===== src/slc_pkg.sv =====
// Functional notes
// phase adjust request bit always written zero
// lane zero id copies captured receiver id
// bit 7 enables descrambling, resets set
// lane count minus one, reset four lanes
// octets per frame: only 0, 1, 3
// frames per multiframe: only 0x0f, 0x1f
// one octet per frame forces 32 frames
// converter count minus one, reset two
// control bits per sample kept zero
// resolution field held at sixteen bits
// bits per sample field held at sixteen
// registers read back, reserved bits zero
// subclass field bits 7:5, resets one
package slc_pkg;

  // ----------------------------------------------------------------
  // device register map
  // ----------------------------------------------------------------
  localparam int SLC_NREG = 7;
  localparam int SLC_AW   = 12;
  localparam int SLC_DW   = 8;

  localparam int SLC_IDX_LANE_ZERO_IDENTIFIER = 0;
  localparam int SLC_IDX_SCRL = 1;
  localparam int SLC_IDX_OCT  = 2;
  localparam int SLC_IDX_MF   = 3;
  localparam int SLC_IDX_CONV = 4;
  localparam int SLC_IDX_CSN  = 5;
  localparam int SLC_IDX_NP   = 6;

  localparam logic [2:0] SLC_IDX_LAST = 3'h6;

  localparam logic [11:0] SLC_ADDR_RX_LANE_ZERO_IDENTIFIER = 12'h402;

  localparam logic [11:0] SLC_REG_ADDR [SLC_NREG] = '{
    12'h452, 12'h453, 12'h454, 12'h455, 12'h456, 12'h457, 12'h458};

  // writable bits; the rest are reserved and read zero
  localparam logic [7:0] SLC_REG_MASK [SLC_NREG] = '{
    8'h7f, 8'h9f, 8'hff, 8'h1f, 8'hff, 8'hdf, 8'hff};

  localparam logic [7:0] SLC_REG_RESET [SLC_NREG] = '{
    8'h00, 8'h83, 8'h00, 8'h1f, 8'h01, 8'h0f, 8'h2f};

  // ----------------------------------------------------------------
  // field positions and values
  // ----------------------------------------------------------------
  localparam int SLC_PHASE_ADJUST_REQUEST_BIT = 5;
  localparam int SLC_DESCR_BIT = 7;
  localparam int SLC_CS_LSB    = 6;
  localparam int SLC_SUBC_LSB  = 5;

  localparam logic [7:0] SLC_OCT_ONE  = 8'h00;
  localparam logic [7:0] SLC_OCT_TWO  = 8'h01;
  localparam logic [7:0] SLC_OCT_FOUR = 8'h03;
  localparam logic [4:0] SLC_MF_16    = 5'h0f;
  localparam logic [4:0] SLC_MF_32    = 5'h1f;
  localparam logic [4:0] SLC_RES_16   = 5'h0f;
  localparam logic [4:0] SLC_NP_16    = 5'h0f;
  localparam logic [1:0] SLC_CS_NONE  = 2'h0;
  localparam logic       SLC_PHASE_ADJUST_REQUEST_OFF = 1'b0;

  // ----------------------------------------------------------------
  // controller registers on avalon (byte addresses)
  // ----------------------------------------------------------------
  localparam logic [7:0] SLC_AVS_CONTROL = 8'h00;
  localparam logic [7:0] SLC_AVS_STATUS  = 8'h04;
  localparam logic [7:0] SLC_AVS_LINK    = 8'h08;
  localparam logic [7:0] SLC_AVS_CONV    = 8'h0c;
  localparam logic [7:0] SLC_AVS_RXID    = 8'h10;

  localparam int SLC_CTL_GO_BIT     = 0;
  localparam int SLC_STAT_BUSY_BIT  = 0;
  localparam int SLC_STAT_DONE_BIT  = 1;
  localparam int SLC_STAT_REJ_BIT   = 2;

  localparam int SLC_LK_LANE_LSB = 0;
  localparam int SLC_LK_DESCR    = 7;
  localparam int SLC_LK_OCT_LSB  = 8;
  localparam int SLC_LK_MF_LSB   = 16;
  localparam int SLC_LK_SUBC_LSB = 24;

  localparam logic [31:0] SLC_AVS_LINK_RST = 32'h011f_0083;
  localparam logic [31:0] SLC_AVS_CONV_RST = 32'h0000_0001;

endpackage


===== src/slc_link_if.sv =====
`timescale 1ns/10ps
interface slc_link_if
  import slc_pkg::*;
(
  input wire logic i_clock
);
  logic              req;
  logic              we;
  logic [SLC_AW-1:0] addr;
  logic [SLC_DW-1:0] wdata;
  logic              ack;
  logic [SLC_DW-1:0] rdata;

  modport dev (
    input  req,
    input  we,
    input  addr,
    input  wdata,
    output ack,
    output rdata
  );

  modport ctl (
    output req,
    output we,
    output addr,
    output wdata,
    input  ack,
    input  rdata
  );
endinterface


===== src/slc_cfg_ctl.sv =====
// Our own choice: the Avalon-MM slave port.
`timescale 1ns/10ps
module slc_cfg_ctl
  import slc_pkg::*;
(
  input  wire logic        i_clock,
  input  wire logic        i_reset,
  input  wire logic [7:0]  i_avs_address,
  input  wire logic        i_avs_read,
  input  wire logic        i_avs_write,
  input  wire logic [31:0] i_avs_writedata,
  output logic      [31:0] o_avs_readdata,
  output logic             o_avs_waitrequest,
  output logic             o_busy,
  slc_link_if.ctl          link
);
  typedef enum logic [1:0] {
    ST_IDLE,
    ST_RD_WAIT,
    ST_WR_WAIT
  } slc_state_t;

  // ----------------------------------------------------------------
  // avalon slave: one wait cycle per access
  // ----------------------------------------------------------------
  logic        wait_reg;
  logic        wait_next;
  logic [31:0] rd_reg;
  logic [31:0] rd_next;
  logic [31:0] link_cfg_reg;
  logic [31:0] link_cfg_next;
  logic [7:0]  conv_reg;
  logic [7:0]  conv_next;
  logic [4:0]  rx_id_reg;
  logic [4:0]  rx_id_next;
  logic        done_reg;
  logic        done_next;
  logic        rej_reg;
  logic        rej_next;
  logic        busy_reg;
  logic        busy_next;
  logic        wr_take;
  logic        go;

  slc_state_t  state_reg;
  slc_state_t  state_next;
  logic [2:0]  idx_reg;
  logic [2:0]  idx_next;
  logic        req_reg;
  logic        req_next;
  logic        we_reg;
  logic        we_next;
  logic [11:0] addr_reg;
  logic [11:0] addr_next;
  logic [7:0]  wdata_reg;
  logic [7:0]  wdata_next;

  // requested fields
  logic [4:0]  lanes;
  logic        descr;
  logic [7:0]  octets;
  logic [4:0]  mf_len;
  logic [2:0]  subclass;
  logic        legal;

  assign lanes    = link_cfg_reg[SLC_LK_LANE_LSB +: 5];
  assign descr    = link_cfg_reg[SLC_LK_DESCR];
  assign octets   = link_cfg_reg[SLC_LK_OCT_LSB +: 8];
  assign mf_len   = link_cfg_reg[SLC_LK_MF_LSB +: 5];
  assign subclass = link_cfg_reg[SLC_LK_SUBC_LSB +: 3];

  // refused before any write so the device never sees a bad frame
  assign legal = ((octets == SLC_OCT_ONE) || (octets == SLC_OCT_TWO) ||
                  (octets == SLC_OCT_FOUR)) &&
                 ((mf_len == SLC_MF_16) || (mf_len == SLC_MF_32)) &&
                 ((octets != SLC_OCT_ONE) || (mf_len == SLC_MF_32));

  assign wr_take = i_avs_write && !wait_reg;
  assign go      = wr_take && (i_avs_address == SLC_AVS_CONTROL) &&
                   i_avs_writedata[SLC_CTL_GO_BIT];

  always_comb begin
    wait_next     = !((i_avs_read || i_avs_write) && wait_reg);
    rd_next       = rd_reg;
    link_cfg_next = link_cfg_reg;
    conv_next     = conv_reg;
    if (i_avs_read && wait_reg) begin
      case (i_avs_address)
        SLC_AVS_STATUS: begin
          rd_next = 32'h0000_0000;
          rd_next[SLC_STAT_BUSY_BIT] = (state_reg != ST_IDLE);
          rd_next[SLC_STAT_DONE_BIT] = done_reg;
          rd_next[SLC_STAT_REJ_BIT]  = rej_reg;
        end
        SLC_AVS_LINK: rd_next = link_cfg_reg;
        SLC_AVS_CONV: rd_next = {24'h00_0000, conv_reg};
        SLC_AVS_RXID: rd_next = {27'h000_0000, rx_id_reg};
        default:      rd_next = 32'h0000_0000;
      endcase
    end
    // settings are frozen while a transfer runs
    if (wr_take && (state_reg == ST_IDLE)) begin
      case (i_avs_address)
        SLC_AVS_LINK: link_cfg_next = i_avs_writedata;
        SLC_AVS_CONV: conv_next     = i_avs_writedata[7:0];
        default:      ;
      endcase
    end
  end

  // ----------------------------------------------------------------
  // device register image
  // ----------------------------------------------------------------
  function automatic logic [7:0] image(input logic [2:0] k);
    logic [7:0] v;
    v = 8'h00;
    case (k)
      3'(SLC_IDX_LANE_ZERO_IDENTIFIER): begin
        // id lands in the same cycle as the first write, so not the reg
        v[4:0] = rx_id_next;
        v[SLC_PHASE_ADJUST_REQUEST_BIT] = SLC_PHASE_ADJUST_REQUEST_OFF;
      end
      3'(SLC_IDX_SCRL): begin
        v[4:0] = lanes;
        v[SLC_DESCR_BIT] = descr;
      end
      3'(SLC_IDX_OCT):  v = octets;
      3'(SLC_IDX_MF):   v[4:0] = mf_len;
      3'(SLC_IDX_CONV): v = conv_reg;
      3'(SLC_IDX_CSN): begin
        v[SLC_CS_LSB +: 2] = SLC_CS_NONE;
        v[4:0] = SLC_RES_16;
      end
      3'(SLC_IDX_NP): begin
        v[SLC_SUBC_LSB +: 3] = subclass;
        v[4:0] = SLC_NP_16;
      end
      default: v = 8'h00;
    endcase
    return v;
  endfunction

  // ----------------------------------------------------------------
  // sequencer: read captured id, then write all seven registers
  // ----------------------------------------------------------------
  always_comb begin
    state_next = state_reg;
    idx_next   = idx_reg;
    req_next   = 1'b0;
    we_next    = we_reg;
    addr_next  = addr_reg;
    wdata_next = wdata_reg;
    rx_id_next = rx_id_reg;
    done_next  = done_reg;
    rej_next   = rej_reg;
    case (state_reg)
      ST_IDLE: begin
        if (go) begin
          done_next = 1'b0;
          rej_next  = !legal;
          if (legal) begin
            req_next   = 1'b1;
            we_next    = 1'b0;
            addr_next  = SLC_ADDR_RX_LANE_ZERO_IDENTIFIER;
            state_next = ST_RD_WAIT;
          end
        end
      end
      ST_RD_WAIT: begin
        if (link.ack) begin
          rx_id_next = link.rdata[4:0];
          idx_next   = 3'h0;
          req_next   = 1'b1;
          we_next    = 1'b1;
          addr_next  = SLC_REG_ADDR[0];
          state_next = ST_WR_WAIT;
        end
      end
      ST_WR_WAIT: begin
        if (link.ack) begin
          if (idx_reg == SLC_IDX_LAST) begin
            done_next  = 1'b1;
            state_next = ST_IDLE;
          end else begin
            idx_next   = idx_reg + 3'h1;
            req_next   = 1'b1;
            addr_next  = SLC_REG_ADDR[idx_reg + 3'h1];
          end
        end
      end
      default: state_next = ST_IDLE;
    endcase
    if (req_next && we_next) begin
      wdata_next = (state_reg == ST_RD_WAIT) ? image(3'h0)
                                             : image(idx_next);
    end
    busy_next = (state_next != ST_IDLE);
  end

  always_ff @(posedge i_clock) begin
    if (i_reset) begin
      wait_reg     <= 1'b1;
      rd_reg       <= 32'h0000_0000;
      link_cfg_reg <= SLC_AVS_LINK_RST;
      conv_reg     <= SLC_AVS_CONV_RST[7:0];
      rx_id_reg    <= 5'h00;
      done_reg     <= 1'b0;
      rej_reg      <= 1'b0;
      busy_reg     <= 1'b0;
      state_reg    <= ST_IDLE;
      idx_reg      <= 3'h0;
      req_reg      <= 1'b0;
      we_reg       <= 1'b0;
      addr_reg     <= 12'h000;
      wdata_reg    <= 8'h00;
    end else begin
      wait_reg     <= wait_next;
      rd_reg       <= rd_next;
      link_cfg_reg <= link_cfg_next;
      conv_reg     <= conv_next;
      rx_id_reg    <= rx_id_next;
      done_reg     <= done_next;
      rej_reg      <= rej_next;
      busy_reg     <= busy_next;
      state_reg    <= state_next;
      idx_reg      <= idx_next;
      req_reg      <= req_next;
      we_reg       <= we_next;
      addr_reg     <= addr_next;
      wdata_reg    <= wdata_next;
    end
  end

  assign o_avs_readdata    = rd_reg;
  assign o_avs_waitrequest = wait_reg;
  assign o_busy            = busy_reg;
  assign link.req          = req_reg;
  assign link.we           = we_reg;
  assign link.addr         = addr_reg;
  assign link.wdata        = wdata_reg;
endmodule


===== src/flat_wrapper.sv =====
// flat-port wrapper written by rule: the top's interface ports become plain ports
module slc_cfg_ctl_flat import slc_pkg::*;
  (i_clock, i_reset, i_avs_address, i_avs_read, i_avs_write, i_avs_writedata, o_avs_readdata, o_avs_waitrequest, o_busy, link_req, link_we, link_addr, link_wdata, link_ack, link_rdata);
  slc_link_if link_i (.i_clock(i_clock));
  input  wire logic i_clock;
  input  wire logic i_reset;
  input  wire logic [7:0] i_avs_address;
  input  wire logic i_avs_read;
  input  wire logic i_avs_write;
  input  wire logic [31:0] i_avs_writedata;
  output logic      [31:0] o_avs_readdata;
  output logic o_avs_waitrequest;
  output logic o_busy;
  output wire logic [$bits(link_i.req)-1:0] link_req;
  output wire logic [$bits(link_i.we)-1:0] link_we;
  output wire logic [$bits(link_i.addr)-1:0] link_addr;
  output wire logic [$bits(link_i.wdata)-1:0] link_wdata;
  input wire logic [$bits(link_i.ack)-1:0] link_ack;
  input wire logic [$bits(link_i.rdata)-1:0] link_rdata;
  assign link_req = link_i.req;
  assign link_we = link_i.we;
  assign link_addr = link_i.addr;
  assign link_wdata = link_i.wdata;
  assign link_i.ack = link_ack;
  assign link_i.rdata = link_rdata;
  slc_cfg_ctl u_core (.i_clock(i_clock), .i_reset(i_reset), .i_avs_address(i_avs_address), .i_avs_read(i_avs_read), .i_avs_write(i_avs_write), .i_avs_writedata(i_avs_writedata), .o_avs_readdata(o_avs_readdata), .o_avs_waitrequest(o_avs_waitrequest), .o_busy(o_busy), .link(link_i));
endmodule

===== config.mk =====
export PLATFORM = sky130hd
export DESIGN_NAME = slc_cfg_ctl_flat
export DESIGN_NICKNAME = d
export VERILOG_FILES = /design/src/slc_pkg.sv /design/src/slc_link_if.sv /design/src/slc_cfg_ctl.sv /design/src/flat_wrapper.sv
export SDC_FILE = /design/constraint.sdc
export NUM_CORES = 1
export LEC_CHECK = 0
export BUFFER_PORTS_ARGS = -buffer_cell sky130_fd_sc_hd__buf_4
export CAP_MARGIN = 30
export CORE_MARGIN = 4
export CORE_UTILIZATION = 49
export DETAILED_ROUTE_END_ITERATION = 10
export MAX_ROUTING_LAYER = met4
export PLACE_DENSITY_LB_ADDON = 0.1
export SLEW_MARGIN = 20
export SYNTH_ARGS = -nofsm -noshare
export SYNTH_HDL_FRONTEND = slang
export SYNTH_SLANG_ARGS = --single-unit
export TNS_END_PERCENT = 20

===== constraint.sdc =====
create_clock -name i_clock -period 2.5 [get_ports i_clock]
set_input_delay 0.125 -clock i_clock [delete_from_list [all_inputs] [get_ports i_clock]]
set_output_delay 0.125 -clock i_clock [all_outputs]
set_load 0.01 [all_outputs]

==> results.yml <==
critical_path:
  arrival_ns: 2.66
  critPathMaxFanout: 5
  reg2reg_depth: 10
  cp-start-kind: "flip-flop"
  endpoint_kind: "flip-flop"
  cp.required_ns: 2.77
  path_class: "reg -> reg"
drt:
  drc_errors: 0
  ant_nets: 0
  wl_um: 14900
  vias_per_cell: 5.50
  drtIter0Drc: 172
  dr_total_vias: 4820
  first_pass_iters: 5
  routedWlPerCell_um: 17.0
placed_design:
  place_hpwl_um: 10600
  dp.cells: 826
  routabilityCongestion: 0.855
  port_buffers: 100
timing:
  rsz0062_at_grt: "yes"
  hold_slack_ns: 0.00222
  period_needed_ns: 2.39
  fmax_mhz: 418
  period_share: 0.956
  report.final.slew_viol_count: 0
  finalSetupViolCount: 0
  clock_skew_ns: 0.0129
  max_slew_margin: 0.660
  hold_violations: 0
  worst_slew_pin_slew_ns: 0.506
global_route:
  grt_pass1_wl_um: 24100
  grt_antenna_before_repair: 0
  grt_usage: 0.275
  grt_pass1_vias: 4860
  grt_max_degree: 42
  overflow: 0
floorplan:
  io_pins: 109
  fp.coreArea_um2: 9240
  rows: 35
  die_h_um: 106
  dieArea_um2: 11100
  start_util: 0.505
  die_x_um: 106
worst_hold_path:
  holdCritPathClass: "in -> reg"
  holdPathStages: 3
logic_synthesis:
  postSynthCellCount: 568
  async_reset_ff_frac: 0
  synth_largest_area_cell: "dfxtp_1"
  synth_area_leaders: "dfxtp_1, nand2_1, mux2i_1"
  synth_top_cell_area_share: 0.438
  ys_ff_latch: 102
  synth.distinct_cells: 64
  netlist_area_um2: 4670
  yosys_warnings: 0
  ys.flop_type: "dfxtp_1"
  synth_area_per_cell_um2: 8.21
  ys_seq_area_frac: 0.438
  synth_enable_flop_cells: 0
flow_run:
  cap_violations: 0
cts:
  cts_made_buffers: 9
  clkSinkCount: 102
  clock_path_buffers: 2
  clk_pin_slew_ns: 0.11
  clock_latency_ns: 0.38
  root_buffer: "clkbuf_8"
  cts_max_level: 3
  tritoncts: "yes"
layout:
  postLayoutCoreUtil: 0.713
  final_cells: 876
  nets: 803
  fillCellCount: 768
  area_growth_syn_to_layout_pct: 41.2
  n_antenna_cell: 0
  drive_above_1_share: 0.289
power:
  ir_drop_v: 0.000364
  power_density_nw_per_um2: 437
  leakagePower_uw: 0.00272
status:
  status: "finished, final reports clean"
-- area by class of cell --
type	count	area (um2)	share of cell area
multi-input cells	414	2510	0.380
flip-flops and latches	102	2050	0.310
repair buffers	203	1640	0.248
well taps	129	161	0.0245
clock buffers	10	138	0.0209
clock inverters	6	57.6	0.00873
inverters	12	45.0	0.00684
-- where the power goes --
group          leakage, uW  internal (uW)  total, uW  switching, uW
clock network     0.000102            417       1060            641
registers         0.000823           1620       1630           1.76
logic              0.00179            101        198           97.2
total              0.00272           2140       2880            740
-- metrics by stage --
step	area [um2]	setup slack, ns	total power (uW)	setup TNS [ns]
after floorplan	4680	-0.0604	1730	-0.143
after global placement	5960	-0.0288	1820	-0.0509
after detailed placement	5960	-0.0833	1820	-0.212
after CTS	6450	0.0144	2900	0
after global routing	6590	-0.0463	2970	-0.117
final	6590	0.110	2880	0
-- worst paths after layout --
check / startpoint / to / slack [ns]
worst min register to register: u_core.link.addr[10] / u_core.link.addr[10] / 0.46
worst min-delay path: i_avs_writedata[6] / u_core.conv_reg[6] / 0.002
worst max-delay path: u_core.state_reg[1] / u_core.link.wdata[6] / 0.11
worst max register to register: u_core.state_reg[1] / u_core.link.wdata[6] / 0.11
-- cell usage after synthesis, types with 3 or more instances --
cell	instances
inv_1	12
or3_1	10
clkbuf_1	36
o22ai_1	4
nor3_1	14
nor2b_1	6
a22oi_1	32
a311oi_1	4
nand2_1	97
ha_1	8
o211ai_1	5
a21oi_1	41
o21ai_0	14
buf_4	6
and3_1	3
dfxtp_1	102
nand3_1	20
nor2_1	63
a211oi_1	6
mux2i_1	27
nor4_1	3
-- cell usage in the layout (no fill, tap or decap), types with 3 or more instances in the layout --
cell	count
clkbuf_8	10
o22ai_1	4
nand2_1	97
ha_1	5
nor2b_1	6
nor3_2	4
or3_1	10
inv_1	11
o211ai_1	5
inv_6	3
buf_12	3
a22oi_1	32
a211oi_1	6
dlygate4sd3_1	30
o21ai_0	14
a21oi_1	41
nand3_1	20
conb_1	5
buf_4	170
nor3_1	11
nor2_1	61
and3_1	3
dfxtp_1	101
a311oi_1	4
mux2i_1	27
nor4_1	3
-- kinds of logic after synthesis --
kind of cell / Yosys count / share of synthesized area
xor gates and xnor gates: 2 / 0.00376
adders and majority gates: 8 / 0.0215
DFF: 102 / 0.438
other: 1 / 0.000804
buffers and inverters: 56 / 0.0501
muxes: 28 / 0.0603
and+or+nand+nor: 233 / 0.224
AOI/OAI and AO/OA: 138 / 0.202
-- routing by layer --
| layer | part of all wire | vias to the layer above | global-route usage |
|---|---|---|---|
| met5 | 0 | - | - |
| met2 | 0.50 | 121 | 0.463 |
| met1 | 0.43 | 2319 | 0.334 |
| met3 | 0.037 | 32 | 0.0343 |
| met4 | 0.032 | 0 | 0.115 |
| li1 | - | 2348 | - |
-- what timing repair did --
item | 4_1_cts | 5_1_grt
setup endpoints to repair | 3 | 12
hold endpoints to repair | 30 | 0
pin swaps | 0 | 1
hold buffers | 30 | 0
gates resized for setup | 1 | 20
setup buffers | 0 | 4
-- worst max-delay path, stage by stage (launching register included) --
cell and delay [ns]:
dfxtp_4 0.38, inv_1 0.11, ha_4 0.17, nand3b_1 0.12, or4_1 0.55, o211ai_1 0.22, buf_4 0.16, or3_1 0.17
a2111oi_2 0.07, buf_4 0.16, a22o_1 0.19
Note: power is estimated with default switching activity, not from simulation.
